## src/logic/fwc_pkg.sv

```systemverilog
// Purpose: Constants and types of the flash write control
// Assumes: 20-bit byte addresses on both ports
// Notes: Functional notes below
package fwc_pkg;
   localparam int ADDR_W = 20;
   localparam logic [19:0] PRIM_LAST = 20'h8ffff;
   localparam logic [19:0] EXT_BASE = 20'h90000;
   localparam logic [19:0] EXT_LAST = 20'hdffff;
   localparam logic [19:0] REG_BASE = 20'he0000;
   localparam logic [19:0] REG_LAST = 20'heffff;
   localparam logic [19:0] TEST_BASE = 20'he8000;
   localparam logic [19:0] BANK1_BASE = 20'h80000;
   localparam logic [19:0] BANK3_BASE = 20'hc0000;
   localparam logic [19:0] OFS_CTRL0_LOW = 20'he0000;
   localparam logic [19:0] OFS_CMD = 20'he0010;
   localparam logic [19:0] OFS_BANK_STAT = 20'he0014;
   localparam logic [19:0] OFS_IRQ_STAT = 20'he0018;
   localparam logic [19:0] OFS_IRQ_CLR = 20'he001c;
   localparam logic [19:0] OFS_IRQ_EN = 20'he0020;
   localparam int CTRL0_BANK2_BUSY_FLAG_BIT = 1;
   localparam int CTRL0_BANK3_BUSY_FLAG_BIT = 2;
   localparam int CTRL0_LOCK_BIT = 4;
   localparam logic [15:0] CTRL0_RESET = 16'h0000;
   localparam int CMD_START_BIT = 0;
   localparam int CMD_OP_LSB = 1;
   localparam int CMD_BANK_LSB = 4;
   localparam int CMD_SUSP_BIT = 6;
   localparam int CMD_RESUME_BIT = 7;
   localparam int STAT_SUSP_BIT = 4;
   localparam int STAT_BOOT_BIT = 5;
   localparam int IRQ_W = 4;
   localparam int IRQ_DONE = 0;
   localparam int IRQ_ABORT = 1;
   localparam int IRQ_REFUSED = 2;
   localparam int IRQ_TRAP = 3;
   localparam logic [IRQ_W-1:0] IRQ_EN_RESET = 4'h0;
   localparam logic [15:0] TRAP_NUM = 16'h009b;
   localparam logic [31:0] INVALID_DATA = 32'hffff_ffff;
   localparam logic [1:0] PROT_BANK = 2'h2;
   localparam logic [1:0] RESP_OKAY = 2'h0;
   localparam logic [1:0] RESP_SLVERR = 2'h2;
   localparam int OP_CYCLES_DEF = 1000;
   typedef enum logic [1:0] {
      OP_PROGRAM = 2'b00,
      OP_ERASE = 2'b01,
      OP_SET_PROT = 2'b10,
      OP_SPARE = 2'b11
   } fwc_op_type;
   typedef enum logic [1:0] {
      ST_IDLE = 2'b00,
      ST_RUN = 2'b01,
      ST_SUSP = 2'b10
   } fwc_state_type;
endpackage

```

## src/logic/fwc_seq_if.sv

```systemverilog
// Purpose: Front end to program/erase controller link
// Assumes: All strobes but abort are one-cycle pulses on clock_in
// Notes: ctl side issues commands, seq side reports state
`timescale 1ns/1ns
interface fwc_seq_if;
   import fwc_pkg::*;
   logic start;
   fwc_op_type op;
   logic [1:0] bank;
   logic suspend;
   logic resume;
   logic abort;
   logic [3:0] busy;
   logic lock;
   logic done;
   logic aborted;
   logic suspended;
   logic pump_en;
   modport ctl (output start, op, bank, suspend, resume, abort,
      input busy, lock, done, aborted, suspended, pump_en);
   modport seq (input start, op, bank, suspend, resume, abort,
      output busy, lock, done, aborted, suspended, pump_en);
endinterface

```

## src/logic/fwc_seq.sv

```systemverilog
// Purpose: Program/erase controller shared by all four banks
// Assumes: abort is a synchronised level
// Notes: One operation at a time; starts while busy are dropped
`timescale 1ns/1ns
module fwc_seq #(
   parameter int OP_CYCLES = fwc_pkg::OP_CYCLES_DEF
) (
   input wire logic clock_in,
   input wire logic rst_in,
   fwc_seq_if.seq sif
);
   import fwc_pkg::*;
   localparam int CNT_W = $clog2(OP_CYCLES + 1);
   fwc_state_type state_ff;
   logic [CNT_W-1:0] cnt_ff;
   logic [1:0] bank_ff;
   logic [3:0] busy_ff;
   logic done_ff;
   logic aborted_ff;
   logic [1:0] tgt;
   logic last;

   // Protection words live in bank 2
   assign tgt = (sif.op == OP_SET_PROT) ? PROT_BANK : sif.bank;
   assign last = (cnt_ff == CNT_W'(1));

   always_ff @(posedge clock_in) begin
      if (rst_in || sif.abort) begin
         state_ff <= ST_IDLE;
      end else begin
         case (state_ff)
            ST_IDLE: if (sif.start) state_ff <= ST_RUN;
            ST_RUN: begin
               if (sif.suspend) begin
                  state_ff <= ST_SUSP;
               end else if (last) begin
                  state_ff <= ST_IDLE;
               end
            end
            ST_SUSP: if (sif.resume) state_ff <= ST_RUN;
            default: state_ff <= ST_IDLE;
         endcase
      end
   end

   always_ff @(posedge clock_in) begin
      if (rst_in) begin
         cnt_ff <= '0;
         bank_ff <= 2'h0;
      end else if (state_ff == ST_IDLE && sif.start) begin
         cnt_ff <= CNT_W'(OP_CYCLES);
         bank_ff <= tgt;
      end else if (state_ff == ST_RUN && !sif.suspend && !last) begin
         cnt_ff <= cnt_ff - CNT_W'(1);
      end
   end

   always_ff @(posedge clock_in) begin
      if (rst_in || sif.abort) begin
         busy_ff <= 4'h0;
      end else if (state_ff == ST_IDLE && sif.start) begin
         busy_ff <= 4'h1 << tgt;
      end else if (state_ff == ST_RUN && (sif.suspend || last)) begin
         busy_ff <= 4'h0;
      end else if (state_ff == ST_SUSP && sif.resume) begin
         busy_ff <= 4'h1 << bank_ff;
      end
   end

   always_ff @(posedge clock_in) begin
      if (rst_in) begin
         done_ff <= 1'b0;
         aborted_ff <= 1'b0;
      end else begin
         done_ff <= !sif.abort && state_ff == ST_RUN && !sif.suspend && last;
         aborted_ff <= sif.abort && state_ff != ST_IDLE;
      end
   end

   assign sif.busy = busy_ff;
   assign sif.lock = (state_ff == ST_RUN);
   assign sif.suspended = (state_ff == ST_SUSP);
   assign sif.pump_en = (state_ff == ST_RUN);
   assign sif.done = done_ff;
   assign sif.aborted = aborted_ff;
endmodule

```

## src/logic/fwc_top.sv

```systemverilog
// Purpose: Flash write control front end: decode, bank guard, registers
// Assumes: Array answers in the cycle of its read enable
// Notes: Registers over AXI4-Lite; core array port is separate
//
// Decided for this implementation: register access over AXI4-Lite.
`timescale 1ns/1ns
module fwc_top #(
   parameter int OP_CYCLES = fwc_pkg::OP_CYCLES_DEF
) (
   input wire logic clock_in,
   input wire logic rst_in,
   input wire logic [fwc_pkg::ADDR_W-1:0] s_axi_awaddr_in,
   input wire logic s_axi_awvalid_in,
   output logic s_axi_awready_out,
   input wire logic [31:0] s_axi_wdata_in,
   input wire logic [3:0] s_axi_wstrb_in,
   input wire logic s_axi_wvalid_in,
   output logic s_axi_wready_out,
   output logic [1:0] s_axi_bresp_out,
   output logic s_axi_bvalid_out,
   input wire logic s_axi_bready_in,
   input wire logic [fwc_pkg::ADDR_W-1:0] s_axi_araddr_in,
   input wire logic s_axi_arvalid_in,
   output logic s_axi_arready_out,
   output logic [31:0] s_axi_rdata_out,
   output logic [1:0] s_axi_rresp_out,
   output logic s_axi_rvalid_out,
   input wire logic s_axi_rready_in,
   input wire logic acc_valid_in,
   input wire logic acc_write_in,
   input wire logic [fwc_pkg::ADDR_W-1:0] acc_addr_in,
   output logic acc_ready_out,
   output logic acc_done_out,
   output logic [31:0] acc_rdata_out,
   output logic acc_wide_out,
   output logic acc_trap_out,
   output logic [15:0] acc_trap_num_out,
   output logic acc_refused_out,
   output logic arr_rd_en_out,
   output logic arr_wr_en_out,
   output logic [fwc_pkg::ADDR_W-1:0] arr_addr_out,
   input wire logic [31:0] arr_rdata_in,
   input wire logic bootstrap_in,
   input wire logic supply_low_in,
   output logic hv_pump_en_out,
   output logic irq_out
);
   import fwc_pkg::*;

   fwc_seq_if sif();

   fwc_seq #(.OP_CYCLES(OP_CYCLES)) u_seq (
      .clock_in(clock_in),
      .rst_in(rst_in),
      .sif(sif)
   );

   function automatic logic [1:0] bank_of(input logic [ADDR_W-1:0] a);
      if (a < BANK1_BASE) begin
         bank_of = 2'h0;
      end else if (a < EXT_BASE) begin
         bank_of = 2'h1;
      end else if (a < BANK3_BASE) begin
         bank_of = 2'h2;
      end else begin
         bank_of = 2'h3;
      end
   endfunction

   // Word offset that holds a register
   function automatic logic mapped(input logic [ADDR_W-1:0] a);
      logic [ADDR_W-1:0] w;
      w = {a[ADDR_W-1:2], 2'b00};
      mapped = (w == OFS_CTRL0_LOW) || (w == OFS_CMD) ||
         (w == OFS_BANK_STAT) || (w == OFS_IRQ_STAT) ||
         (w == OFS_IRQ_CLR) || (w == OFS_IRQ_EN);
   endfunction

   // Supply pin: three stages, taken when two and three agree
   logic sup1_ff;
   logic sup2_ff;
   logic sup3_ff;
   logic supply_low_ff;
   always_ff @(posedge clock_in) begin
      if (rst_in) begin
         sup1_ff <= 1'b0;
         sup2_ff <= 1'b0;
         sup3_ff <= 1'b0;
         supply_low_ff <= 1'b0;
      end else begin
         sup1_ff <= supply_low_in;
         sup2_ff <= sup1_ff;
         sup3_ff <= sup2_ff;
         if (sup2_ff == sup3_ff) begin
            supply_low_ff <= sup3_ff;
         end
      end
   end
   assign sif.abort = supply_low_ff;

   // Strap is caught while reset is held
   logic boot_ff;
   always_ff @(posedge clock_in) begin
      if (rst_in) begin
         boot_ff <= bootstrap_in;
      end
   end

   // AXI4-Lite write side: address and data are taken together
   logic wr_go;
   logic [ADDR_W-1:0] wr_word;
   logic bvalid_ff;
   logic [1:0] bresp_ff;
   assign wr_go = s_axi_awvalid_in && s_axi_wvalid_in && !bvalid_ff;
   assign wr_word = {s_axi_awaddr_in[ADDR_W-1:2], 2'b00};
   assign s_axi_awready_out = wr_go;
   assign s_axi_wready_out = wr_go;
   assign s_axi_bvalid_out = bvalid_ff;
   assign s_axi_bresp_out = bresp_ff;

   always_ff @(posedge clock_in) begin
      if (rst_in) begin
         bvalid_ff <= 1'b0;
         bresp_ff <= RESP_OKAY;
      end else if (wr_go) begin
         bvalid_ff <= 1'b1;
         bresp_ff <= mapped(s_axi_awaddr_in) ? RESP_OKAY : RESP_SLVERR;
      end else if (s_axi_bready_in) begin
         bvalid_ff <= 1'b0;
      end
   end

   logic lane0;
   logic cmd_wr;
   assign lane0 = wr_go && s_axi_wstrb_in[0];
   assign cmd_wr = lane0 && wr_word == OFS_CMD;

   // Start, suspend and resume are one-cycle pulses
   logic start_ff;
   logic susp_ff;
   logic resume_ff;
   fwc_op_type op_ff;
   logic [1:0] cmd_bank_ff;
   always_ff @(posedge clock_in) begin
      if (rst_in) begin
         start_ff <= 1'b0;
         susp_ff <= 1'b0;
         resume_ff <= 1'b0;
      end else begin
         start_ff <= cmd_wr && s_axi_wdata_in[CMD_START_BIT];
         susp_ff <= cmd_wr && s_axi_wdata_in[CMD_SUSP_BIT];
         resume_ff <= cmd_wr && s_axi_wdata_in[CMD_RESUME_BIT];
      end
   end

   // Op and bank frozen while running or suspended
   always_ff @(posedge clock_in) begin
      if (rst_in) begin
         op_ff <= OP_PROGRAM;
         cmd_bank_ff <= 2'h0;
      end else if (cmd_wr && !sif.lock && !sif.suspended) begin
         op_ff <= fwc_op_type'(s_axi_wdata_in[CMD_OP_LSB +: 2]);
         cmd_bank_ff <= s_axi_wdata_in[CMD_BANK_LSB +: 2];
      end
   end
   assign sif.start = start_ff;
   assign sif.suspend = susp_ff;
   assign sif.resume = resume_ff;
   assign sif.op = op_ff;
   assign sif.bank = cmd_bank_ff;
   assign hv_pump_en_out = sif.pump_en;

   // Interrupt enable
   logic [IRQ_W-1:0] irq_en_ff;
   always_ff @(posedge clock_in) begin
      if (rst_in) begin
         irq_en_ff <= IRQ_EN_RESET;
      end else if (lane0 && wr_word == OFS_IRQ_EN) begin
         irq_en_ff <= s_axi_wdata_in[IRQ_W-1:0];
      end
   end

   // Core array port
   logic [1:0] acc_bank;
   logic in_array;
   logic in_test;
   logic bank_busy;
   logic acc_take;
   logic pend_ff;
   logic bad_ff;
   logic trap_ff;
   logic wide_ff;
   logic rd_ff;
   logic done_ff;
   logic refused_ff;
   logic trap_out_ff;
   logic wide_out_ff;
   logic [31:0] rdata_ff;
   logic rd_ok;
   logic wr_ok;
   logic [ADDR_W-1:0] arr_addr_ff;
   logic arr_rd_ff;
   logic arr_wr_ff;

   assign acc_bank = bank_of(acc_addr_in);
   assign in_array = (acc_addr_in <= EXT_LAST);
   assign in_test = (acc_addr_in >= TEST_BASE) &&
      (acc_addr_in <= REG_LAST);
   // Only the addressed bank is guarded
   assign bank_busy = in_array && sif.busy[acc_bank];
   assign acc_ready_out = !pend_ff;
   assign acc_take = acc_valid_in && !pend_ff;
   assign rd_ok = (in_array && !bank_busy) || (in_test && boot_ff);
   // Test block and busy banks drop writes
   assign wr_ok = in_array && !bank_busy;

   always_ff @(posedge clock_in) begin
      if (rst_in) begin
         pend_ff <= 1'b0;
         arr_rd_ff <= 1'b0;
         arr_wr_ff <= 1'b0;
         arr_addr_ff <= '0;
         bad_ff <= 1'b0;
         trap_ff <= 1'b0;
         wide_ff <= 1'b0;
         rd_ff <= 1'b0;
      end else begin
         pend_ff <= acc_take;
         arr_rd_ff <= acc_take && !acc_write_in && rd_ok;
         arr_wr_ff <= acc_take && acc_write_in && wr_ok;
         if (acc_take) begin
            arr_addr_ff <= acc_addr_in;
            bad_ff <= acc_write_in ? !wr_ok : !rd_ok;
            trap_ff <= !acc_write_in && bank_busy;
            wide_ff <= (acc_addr_in <= PRIM_LAST);
            rd_ff <= !acc_write_in;
         end
      end
   end
   assign arr_rd_en_out = arr_rd_ff;
   assign arr_wr_en_out = arr_wr_ff;
   assign arr_addr_out = arr_addr_ff;

   always_ff @(posedge clock_in) begin
      if (rst_in) begin
         done_ff <= 1'b0;
         refused_ff <= 1'b0;
         trap_out_ff <= 1'b0;
         wide_out_ff <= 1'b0;
         rdata_ff <= 32'h0000_0000;
      end else begin
         done_ff <= pend_ff;
         refused_ff <= pend_ff && bad_ff;
         trap_out_ff <= pend_ff && trap_ff;
         if (pend_ff) begin
            wide_out_ff <= wide_ff;
            if (bad_ff || !rd_ff) begin
               rdata_ff <= INVALID_DATA;
            end else if (wide_ff) begin
               rdata_ff <= arr_rdata_in;
            end else begin
               rdata_ff <= {16'h0000, arr_rdata_in[15:0]};
            end
         end
      end
   end
   assign acc_done_out = done_ff;
   assign acc_refused_out = refused_ff;
   assign acc_trap_out = trap_out_ff;
   assign acc_trap_num_out = trap_out_ff ? TRAP_NUM : 16'h0000;
   assign acc_wide_out = wide_out_ff;
   assign acc_rdata_out = rdata_ff;

   // Sticky events; a new event beats a same-cycle clear
   logic [IRQ_W-1:0] irq_set;
   logic [IRQ_W-1:0] irq_clr;
   logic [IRQ_W-1:0] irq_stat_ff;
   always_comb begin
      irq_set = '0;
      irq_set[IRQ_DONE] = sif.done;
      irq_set[IRQ_ABORT] = sif.aborted;
      irq_set[IRQ_REFUSED] = refused_ff && !trap_out_ff;
      irq_set[IRQ_TRAP] = trap_out_ff;
   end
   assign irq_clr = (lane0 && wr_word == OFS_IRQ_CLR) ?
      s_axi_wdata_in[IRQ_W-1:0] : '0;
   always_ff @(posedge clock_in) begin
      if (rst_in) begin
         irq_stat_ff <= '0;
      end else begin
         irq_stat_ff <= (irq_stat_ff & ~irq_clr) | irq_set;
      end
   end
   assign irq_out = |(irq_stat_ff & irq_en_ff);

   // Read-back views; reserved bits read zero and ignore writes
   logic [15:0] ctrl0_view;
   logic [15:0] stat_view;
   logic [15:0] cmd_view;
   always_comb begin
      ctrl0_view = CTRL0_RESET;
      ctrl0_view[CTRL0_BANK2_BUSY_FLAG_BIT] = sif.busy[2];
      ctrl0_view[CTRL0_BANK3_BUSY_FLAG_BIT] = sif.busy[3];
      ctrl0_view[CTRL0_LOCK_BIT] = sif.lock;
      stat_view = 16'h0000;
      stat_view[3:0] = sif.busy;
      stat_view[STAT_SUSP_BIT] = sif.suspended;
      stat_view[STAT_BOOT_BIT] = boot_ff;
      cmd_view = 16'h0000;
      cmd_view[CMD_OP_LSB +: 2] = op_ff;
      cmd_view[CMD_BANK_LSB +: 2] = cmd_bank_ff;
   end

   // AXI4-Lite read side
   logic rvalid_ff;
   logic [1:0] rresp_ff;
   logic [31:0] rdata_reg_ff;
   logic [ADDR_W-1:0] rd_word;
   logic [31:0] rd_mux;
   assign rd_word = {s_axi_araddr_in[ADDR_W-1:2], 2'b00};
   assign s_axi_arready_out = !rvalid_ff;
   assign s_axi_rvalid_out = rvalid_ff;
   assign s_axi_rresp_out = rresp_ff;
   assign s_axi_rdata_out = rdata_reg_ff;

   always_comb begin
      rd_mux = 32'h0000_0000;
      case (rd_word)
         OFS_CTRL0_LOW: rd_mux = {16'h0000, ctrl0_view};
         OFS_CMD: rd_mux = {16'h0000, cmd_view};
         OFS_BANK_STAT: rd_mux = {16'h0000, stat_view};
         OFS_IRQ_STAT: rd_mux = {28'h0000000, irq_stat_ff};
         OFS_IRQ_EN: rd_mux = {28'h0000000, irq_en_ff};
         default: rd_mux = 32'h0000_0000;
      endcase
   end

   always_ff @(posedge clock_in) begin
      if (rst_in) begin
         rvalid_ff <= 1'b0;
         rresp_ff <= RESP_OKAY;
         rdata_reg_ff <= 32'h0000_0000;
      end else if (s_axi_arvalid_in && !rvalid_ff) begin
         rvalid_ff <= 1'b1;
         rresp_ff <= mapped(s_axi_araddr_in) ? RESP_OKAY : RESP_SLVERR;
         rdata_reg_ff <= rd_mux;
      end else if (s_axi_rready_in) begin
         rvalid_ff <= 1'b0;
      end
   end
endmodule

```

## config.mk

```make
export PLATFORM = sky130hd
export DESIGN_NAME = fwc_top
export DESIGN_NICKNAME = d
export VERILOG_FILES = /design/src/logic/fwc_pkg.sv /design/src/logic/fwc_seq_if.sv /design/src/logic/fwc_seq.sv /design/src/logic/fwc_top.sv
export SDC_FILE = /design/constraint.sdc
export NUM_CORES = 1
export LEC_CHECK = 0
export BUFFER_PORTS_ARGS = -buffer_cell sky130_fd_sc_hd__buf_2
export CORE_ASPECT_RATIO = 0.7
export CORE_UTILIZATION = 25
export DETAILED_ROUTE_END_ITERATION = 10
export HOLD_SLACK_MARGIN = 0.08
export MAX_ROUTING_LAYER = met4
export PLACE_DENSITY_LB_ADDON = 0.08
export SLEW_MARGIN = 15
export SYNTH_ARGS = -nofsm -noshare
export SYNTH_HDL_FRONTEND = slang
export SYNTH_HIERARCHICAL = 1
export SYNTH_SLANG_ARGS = --single-unit
export TNS_END_PERCENT = 5
```

## constraint.sdc

```tcl
create_clock -name clock_in -period 4.2 [get_ports clock_in]
set_input_delay 0.84 -clock clock_in [delete_from_list [all_inputs] [get_ports clock_in]]
set_output_delay 0.84 -clock clock_in [all_outputs]
set_load 0.02 [all_outputs]
```

* Yosys cells after proc, flatten, opt, wreduce, memory -nomap -nowiden *
Index checks and enable logic that the tools add are counted.

word-level totals
  bits in registers = 141
  input port bits = 139
  output and inout port bits = 118

operators by class
  $add $sub $neg = 1
  magnitude comparators = 8
  equality and inequality tests = 20
  shift-type cells = 2
  mux-type cells = 28
  bitwise gates (word level) = 4
  reductions and logical operators = 71

operators with widths
  operator                                                    number
  equality test 18 bit (second input constant)                12
  2-to-1 mux 32 bit                                           2
  <= comparator 20 bit (second input constant)                3
  less-than comparator 20 bit (second input constant)         3
  logical AND 1 bit                                           34
  case mux 6 bit (5 select lines)                             1
  greater-or-equal comparator 20 bit (second input constant)  1
  2-to-1 mux 10 bit                                           2
  2-to-1 mux 2 bit                                            9
  2-to-1 mux 4 bit                                            4
  zero test 1 bit                                             14
  logical OR 1 bit                                            14
  equality test 10 x 1 -> 1 bit (second input constant)       1
  subtractor 10 x 1 -> 10 bit (second input constant)         1
  AND 4 bit                                                   2
  2-to-1 mux 8 bit                                            1
  nonzero test 2 bit                                          4
  left shift 1 x 2 -> 4 bit (first input constant)            2
  2-to-1 mux 1 bit                                            7
  case mux 2 bit (3 select lines)                             1
  equality test 2 bit (second input constant)                 2
  inverter 4 bit                                              1
  bitwise OR 4 bit                                            1
  OR reduction 4 bit                                          1
  11 further kinds                                            11

* Depth between registers and ports, before layout *
Gate-level depths: netlist of the first run.

  depth after elaboration = 12
  gate-level depth with buffers = 6

* Modules after synthesis *
Netlist of the first run, hierarchy kept.

modules (own cells, without submodules)
  module   times used  cells each  area each (um^2)
  fwc_top  1           440         3996.3
  fwc_seq  1           133         1139.8

* Worst setup path before layout of the first run *
OpenSTA, ideal clock, no wires.

  path type = in2out
  start = input s_axi_awvalid_in
  end = output s_axi_wready_out
  data arrival time = 1510 ps
  data required time = 3360 ps
  setup slack = 1850 ps
  cell stages on the path = 3
  path buffers = 2
  cell sequence = and3b_1 clkbuf_1 buf_4

between the ends
  cells in the longest elaborated chain, start to end = 2

ends and longest elaborated chain
  item                            RTL line        RTL
  from (decl)                     fwc_top.sv:13   input wire logic s_axi_awvalid_in,
  logical AND 1 bit (2 in a row)  fwc_top.sv:114  assign wr_go = s_axi_awvalid_in && s_axi_wvalid_in && !bvalid_ff;
  to (decl)                       fwc_top.sv:18   output logic s_axi_wready_out,

Every way passes these cells.

* Final worst setup path of the first run *
  start = register pend_ff
  end = output acc_ready_out

between the ends
  cells in the longest elaborated chain, start to end = 1

ends and longest elaborated chain
  item                    RTL line        RTL
  from (decl)             fwc_top.sv:189  logic pend_ff;
  from (signal assigned)  fwc_top.sv:228  pend_ff <= acc_take;
  zero test 1 bit         fwc_top.sv:211  assign acc_ready_out = !pend_ff;
  to (decl)               fwc_top.sv:32   output logic acc_ready_out,

Every way passes these cells.

==> impl_metrics.ini, run 1 <==
[clock_network]
cts_setup_buffers = 0
cts_resized = 0
worstSkewPairLatency_ps = 420
cts-hold-fix-buffers = 0
max-clock-path-buffers = 2
clkSlewWorstSetupHoldPaths_ps = 60
clock-sinks = 113
cts_tree = done
root_buffer = clkbuf_16
htreeDepth = 4
cts_made_buffers = 17

[drt]
drt_iter0_drc = 268
via_count = 4848
ant_nets = 0
wl_um = 16100
wl_per_cell_um = 15.8
viasPerCell = 4.74
drtPass1Iterations = 4
drcViolationCount = 0

[setup_path]
cp-start-kind = flip-flop
cp_cell_sequence = inv_1, buf_2
cpMaxStageDelayCell = dfxtp_1
critical_path_class = flip-flop to output port
cp_max_fo = 22
required_ps = 3360
critical-path-max-stage-delay_ps = 860
cp-end-kind = output port
arrival_ps = 2140

[floorplan]
initial_core_util_pct = 25.7
core_area_sq_um = 20000
io_pins = 257
die_h_um = 122
dieArea_sq_um = 21100
die_x_um = 173
num_rows = 43

[power_and_ir_drop]
pwr-share-clk_pct = 51.9
p_switching_uw = 783
p_leak_nw = 2.92
power_density_nw_per_um2 = 447
combPwrFrac_pct = 10.1
power_frac_seq_pct = 38.0
peakVddDrop_uv = 250
power.total_mw = 3.01
intPower_mw = 2.23
p_sw_share_pct = 26.0

[grt]
antenna_found_initial = 0
grt_use_total_pct = 15.8
overflow = 0
grt_max_degree = 38
grt_pass1_vias = 4531
grt_pass1_wl_um = 24900

[sta]
tightest_slew_ps = 1050
fin_setup_tns_ps = 0
slew_viol_final = 0
max_freq_ghz = 0.335
rsz0062_at_grt = no
setup_violations = 0
relSlewSlack_pct = 29.8
finalHoldViolations = 0
skew_ps = 9.65
finalCriticalPeriod_ps = 2980
period_share_pct = 71.1

[place]
io_buffers = 186
gp_congestion = 0.795
dp_hpwl_um = 12000

[yosys]
seq_area_frac_synth_pct = 44.2
synthCells = 573
synth_xor_xnor_area_share_pct = 0.512
synth_top_family_by_area = compound AO/OA/AOI/OAI gates
synth_area_sq_um = 5140
synth_compound_area_share_pct = 22.6
synth_cell_types = 63
synth-main-ff-cell = dfxtp_1
ys_async_sr_fraction_pct = 0
ys_seq_elements = 113
avgSynthCellArea_sq_um = 8.96
yosys_warnings = 6
synth_fa_ha_area_share_pct = 0.487
synth_mux_area_share_pct = 1.22
synth_edf_count = 1
yosys.area_share.simple_pct = 20.7

[worst_hold_path]
hold_class = flip-flop to flip-flop

[job]
drv_cap = 0

[layout]
layout.cells.most_common_list = buf_2 (186), dfxtp_1 (112), nand2_1 (55), a21oi_1 (39), conb_1 (39)
finalNetCount = 881
fillers = 2082
synthToLayoutAreaGrowth_pct = 31.2
final_common_cell = buf_2
drive_gt1_share_pct = 33.9
diodes = 0

[status]
status = finished clean
sequential cells by signal, indices dropped and copies added, names as in the netlist, 2 cells and up:
| signal | flops |
|---|---|
| u_seq/state_ff | 2 |
| irq_en_ff | 4 |
| cmd_bank_ff | 2 |
| arr_addr_out | 20 |
| op_ff | 2 |
| s_axi_rdata_out | 6 |
| acc_rdata_out | 32 |
| u_seq/bank_ff | 2 |
| u_seq/sif.busy | 4 |
| irq_stat_ff | 4 |
| u_seq/cnt_ff | 10 |
cell usage after synthesis (3+ instances only):
| cell type | instances | area share (%) |
|---|---|---|
| inv_1 | 12 | 0.88 |
| a221oi_1 | 3 | 0.51 |
| a311oi_1 | 6 | 1.0 |
| dfxtp_1 | 112 | 44 |
| o31ai_1 | 12 | 1.8 |
| or3_1 | 3 | 0.37 |
| buf_4 | 46 | 6.7 |
| buf_2 | 3 | 0.29 |
| nor3b_1 | 3 | 0.44 |
| nand4_1 | 13 | 1.6 |
| buf_1 | 6 | 0.44 |
| and3_1 | 9 | 1.1 |
| nand3_1 | 8 | 0.78 |
| o2bb2ai_1 | 3 | 0.51 |
| nor2b_1 | 15 | 1.8 |
| clkbuf_1 | 25 | 1.8 |
| mux2i_1 | 4 | 0.78 |
| a211oi_1 | 4 | 0.58 |
| nor4_1 | 6 | 0.73 |
| a21oi_1 | 39 | 3.8 |
| or2_2 | 3 | 0.37 |
| a32o_1 | 4 | 0.78 |
| nor3_1 | 14 | 1.4 |
| nor4_2 | 3 | 0.73 |
| a31oi_1 | 6 | 0.73 |
| a22oi_1 | 20 | 2.9 |
| o21ai_0 | 27 | 2.6 |
| o221a_2 | 18 | 3.9 |
| and2_1 | 7 | 0.85 |
| nor2_1 | 28 | 2.0 |
| or4_1 | 5 | 0.73 |
| o21a_1 | 3 | 0.44 |
| nand2_1 | 55 | 4.0 |
| nand2b_1 | 10 | 1.2 |
cell families after synthesis:
kind of cell,after synthesis
AND/OR/NAND/NOR,195
buffers and inverters,92
multiplexers,6
adder cells (fa/ha/maj),2
XOR/XNOR,3
other,1
flip-flops,113
AO/OA/AOI/OAI,161
per-stage QoR:
stage | util [%] | hold slack (ps) | setup WS (ps) | area [sq um] | std cells
4_1_cts | 33.8 | 444 | 1190 | 6740 | 1023
3_5_place_dp | 30.6 | 425 | 1550 | 6100 | 991
5_1_grt | 33.8 | 466 | 1040 | 6740 | 1023
2_1_floorplan | - | 414 | 1850 | 5280 | 611
6_report | 33.8 | 442 | 1220 | 6740 | 1023
3_3_place_gp | 30.6 | 429 | 1680 | 6100 | 991
path summary, 6_finish.rpt:
| kind | startpoint | end | slack, ps | cells past startpoint |
|---|---|---|---|---|
| setup / recovery | pend_ff$_SDFF_PP0_ | acc_ready_out | 1220 | 2 |
| hold / removal | sup1_ff$_SDFF_PP0_ | sup2_ff$_SDFF_PP0_ | 440 | 1 |
| setup reg to reg | pend_ff$_SDFF_PP0_ | acc_rdata_out[4]$_SDFFE_PP0P_ | 1560 | 3 |
| hold reg to reg | sup1_ff$_SDFF_PP0_ | sup2_ff$_SDFF_PP0_ | 440 | 1 |
power groups by stage:
stage               clock network [mW]  registers, mW  logic (mW)
global placement                     0           1.17       0.303
finish                            1.56           1.14       0.305
CTS                               1.61           1.14       0.307
detailed placement                   0           1.17       0.306
floorplan                            0           1.21       0.160
global route                      1.66           1.15       0.334
layout make-up:
class | count | area (sq um) | share of cell area, %
flip-flops and latches | 113 | 2270 | 33.7
clock inverters | 14 | 205 | 3.05
inverters | 12 | 45.0 | 0.669
clock buffers | 18 | 429 | 6.37
multi-input cells | 406 | 2490 | 36.9
well taps | 270 | 338 | 5.01
repair buffers | 190 | 961 | 14.3
routing by layer:
layer  up-vias  global-route usage (%)  wire length [um]
met5         -                       -                 0
li1       2374                       -                 -
met3        15                    4.34              1090
met1      2272                    22.0              8380
met2       187                    21.6              6510
met4         0                    5.31               153
worst max-delay path: cells and delay by family (launching register included):
family                 cells  cell delay, ps
buffers and inverters      2             870
DFF                        1             860
(Power assumes the default switching activity.)
==> run 2: changes to the inputs <==
- clock period: 4.2 -> 2.6 ns (I/O delays scaled with it)
==> run 2 against run 1 <==
  * Critical path depth up 1
  * First-iteration DRC count down 7.8%
  * Sequential power up 61%
  * Die area unchanged
  * Critical endpoint is now hv_pump_en_out
  * Non-clock buffer count up 7
  * Largest power group unchanged
  * Setup slack worse by 630 ps
  * Clock-buffer cell count unchanged
  * Combinational power up 65%
  * Total power up 55%
  * Sequential share of layout area down 0.069 points
==> impl_metrics.ini, run 2 (synthesis results as in run 1) <==
[setup_path]
cpLargestDelayFamily = buffers and inverters
cp_max_fo = 15
cpMaxStageDelayCell = dfxtp_1
cp-start-kind = flip-flop
arrival_ps = 1490
required_ps = 2080
cp_num_buf_inv = 2
cp-end-kind = output port
critical_path_class = flip-flop to output port
cp_cell_sequence = buf_4, nor2b_1, buf_2
r2r_slack_ps = 710
critical-path-max-stage-delay_ps = 330

[floorplan]
die_x_um = 173
die_h_um = 122
core_area_sq_um = 20000
initial_core_util_pct = 25.7
num_rows = 43
dieArea_sq_um = 21100
io_pins = 257

[status]
status = finished clean

[sta]
slew_viol_final = 0
max_freq_ghz = 0.497
finalHoldViolations = 0
fin_setup_tns_ps = 0
finalCriticalPeriod_ps = 2010
period_share_pct = 77.5
tightest_slew_ps = 739
setup_violations = 0
rsz0062_at_grt = no
relSlewSlack_pct = 50.7
skew_ps = 11.9

[grt]
grt_pass1_vias = 4615
antenna_found_initial = 0
grt_use_total_pct = 15.8
grt_pass1_wl_um = 25000
overflow = 0
grt_max_degree = 52

[layout]
design_area_sq_um = 6750
fillers = 2086
regArea_sq_um = 2270
utilization_pct = 33.8
drive_gt1_share_pct = 34.6
final_common_cell = buf_2
diodes = 0
multi_input_area_sq_um = 2490
layoutNonFillerInstCount = 1030
largest_register_ffs = 32
finalNetCount = 888
synthToLayoutAreaGrowth_pct = 31.4
layout.cells.most_common_list = buf_2 (186), dfxtp_1 (112), nand2_1 (55), a21oi_1 (39), conb_1 (39)

[drt]
via_count = 4833
drcViolationCount = 0
drtPass1Iterations = 5
viasPerCell = 4.69
ant_nets = 0
wl_um = 16000
wl_per_cell_um = 15.5
drt_iter0_drc = 247

[power_and_ir_drop]
pwr-share-clk_pct = 49.9
p_sw_share_pct = 26.6
p_switching_mw = 1.25
peakVddDrop_uv = 394
power_density_nw_per_um2 = 693
combPwrFrac_pct = 10.7
intPower_mw = 3.44
p_leak_nw = 2.95
power_frac_seq_pct = 39.4

[place]
dp_hpwl_um = 12000
gp_congestion = 0.795
io_buffers = 186
dp.cells = 998
placed_area_sq_um = 6160

[clock_network]
root_buffer = clkbuf_16
htreeDepth = 4
cts_setup_buffers = 0
worstSkewPairLatency_ps = 420
cts_tree = done
clkSlewWorstSetupHoldPaths_ps = 50
cts_resized = 0
cts_made_buffers = 17
clock-sinks = 113
max-clock-path-buffers = 2
cts-hold-fix-buffers = 0

[job]
drv_cap = 0

[worst_hold_path]
hold_class = input pin to flip-flop
[run 2: cell count changes in the layout (fill, tap and decap cells not counted)]
cell,before,now
buf_4,4,11
bufinv_16,4,2
clkinv_2,0,2
clkinv_4,4,6
clkbuf_1,1,0
clkbuf_8,0,1
clkinvlp_4,2,1
inv_6,4,3
[run 2: final cells by class]
cell class / count / area share, %
clock buffers: 18 / 6.50
clock inverters: 14 / 2.32
well taps: 270 / 5.00
repair buffers: 197 / 15.0
inverters: 12 / 0.667
flip-flops and latches: 113 / 33.7
multi-input cells: 406 / 36.8
[run 2: per-stage QoR]
| stage | setup slack [ps] | hold slack [ps] | power [mW] |
|---|---|---|---|
| after global routing | 461 | 263 | 4.89 |
| after CTS | 539 | 257 | 4.76 |
| after global placement | 548 | 434 | 2.38 |
| after floorplan | 870 | 414 | 2.22 |
| after detailed placement | 472 | 437 | 2.39 |
| final | 586 | 281 | 4.68 |
[run 2: path summary, 6_finish.rpt]
check,start,cells after the start,end
setup / recovery,u_seq/state_ff[0]$_SDFFE_PP0P_,3,hv_pump_en_out
hold / removal,s_axi_rready_in,2,s_axi_rvalid_out$_SDFFE_PP0P_
hold reg to reg,sup1_ff$_SDFF_PP0_,1,sup2_ff$_SDFF_PP0_
setup reg to reg,u_seq/state_ff[1]$_SDFFE_PP0P_,5,cmd_bank_ff[0]$_SDFFE_PP0P_
[run 2: worst register-to-register path: stages, from the launching register on]
cell and delay [ps]:
dfxtp_1 610, nor2b_1 190, nor2_1 310, nand4_1 250, o31ai_1 290, a21oi_1 100
[run 2: power groups by stage]
stage / registers [mW] / clock network [mW] / logic [mW]
floorplan: 1.96 / 0 / 0.259
global placement: 1.88 / 0 / 0.503
detailed placement: 1.88 / 0 / 0.505
CTS: 1.84 / 2.41 / 0.506
global route: 1.85 / 2.49 / 0.552
finish: 1.84 / 2.34 / 0.502
[run 2: layer usage]
metal  track usage [%]  share of wire (%)  vias to the layer above
li1                  -                  -                     2380
met1              21.6                 51                     2235
met2              21.6                 40                      202
met3              5.12                7.3                       16
met4              5.25                1.3                        0
met5                 -                  0                        -
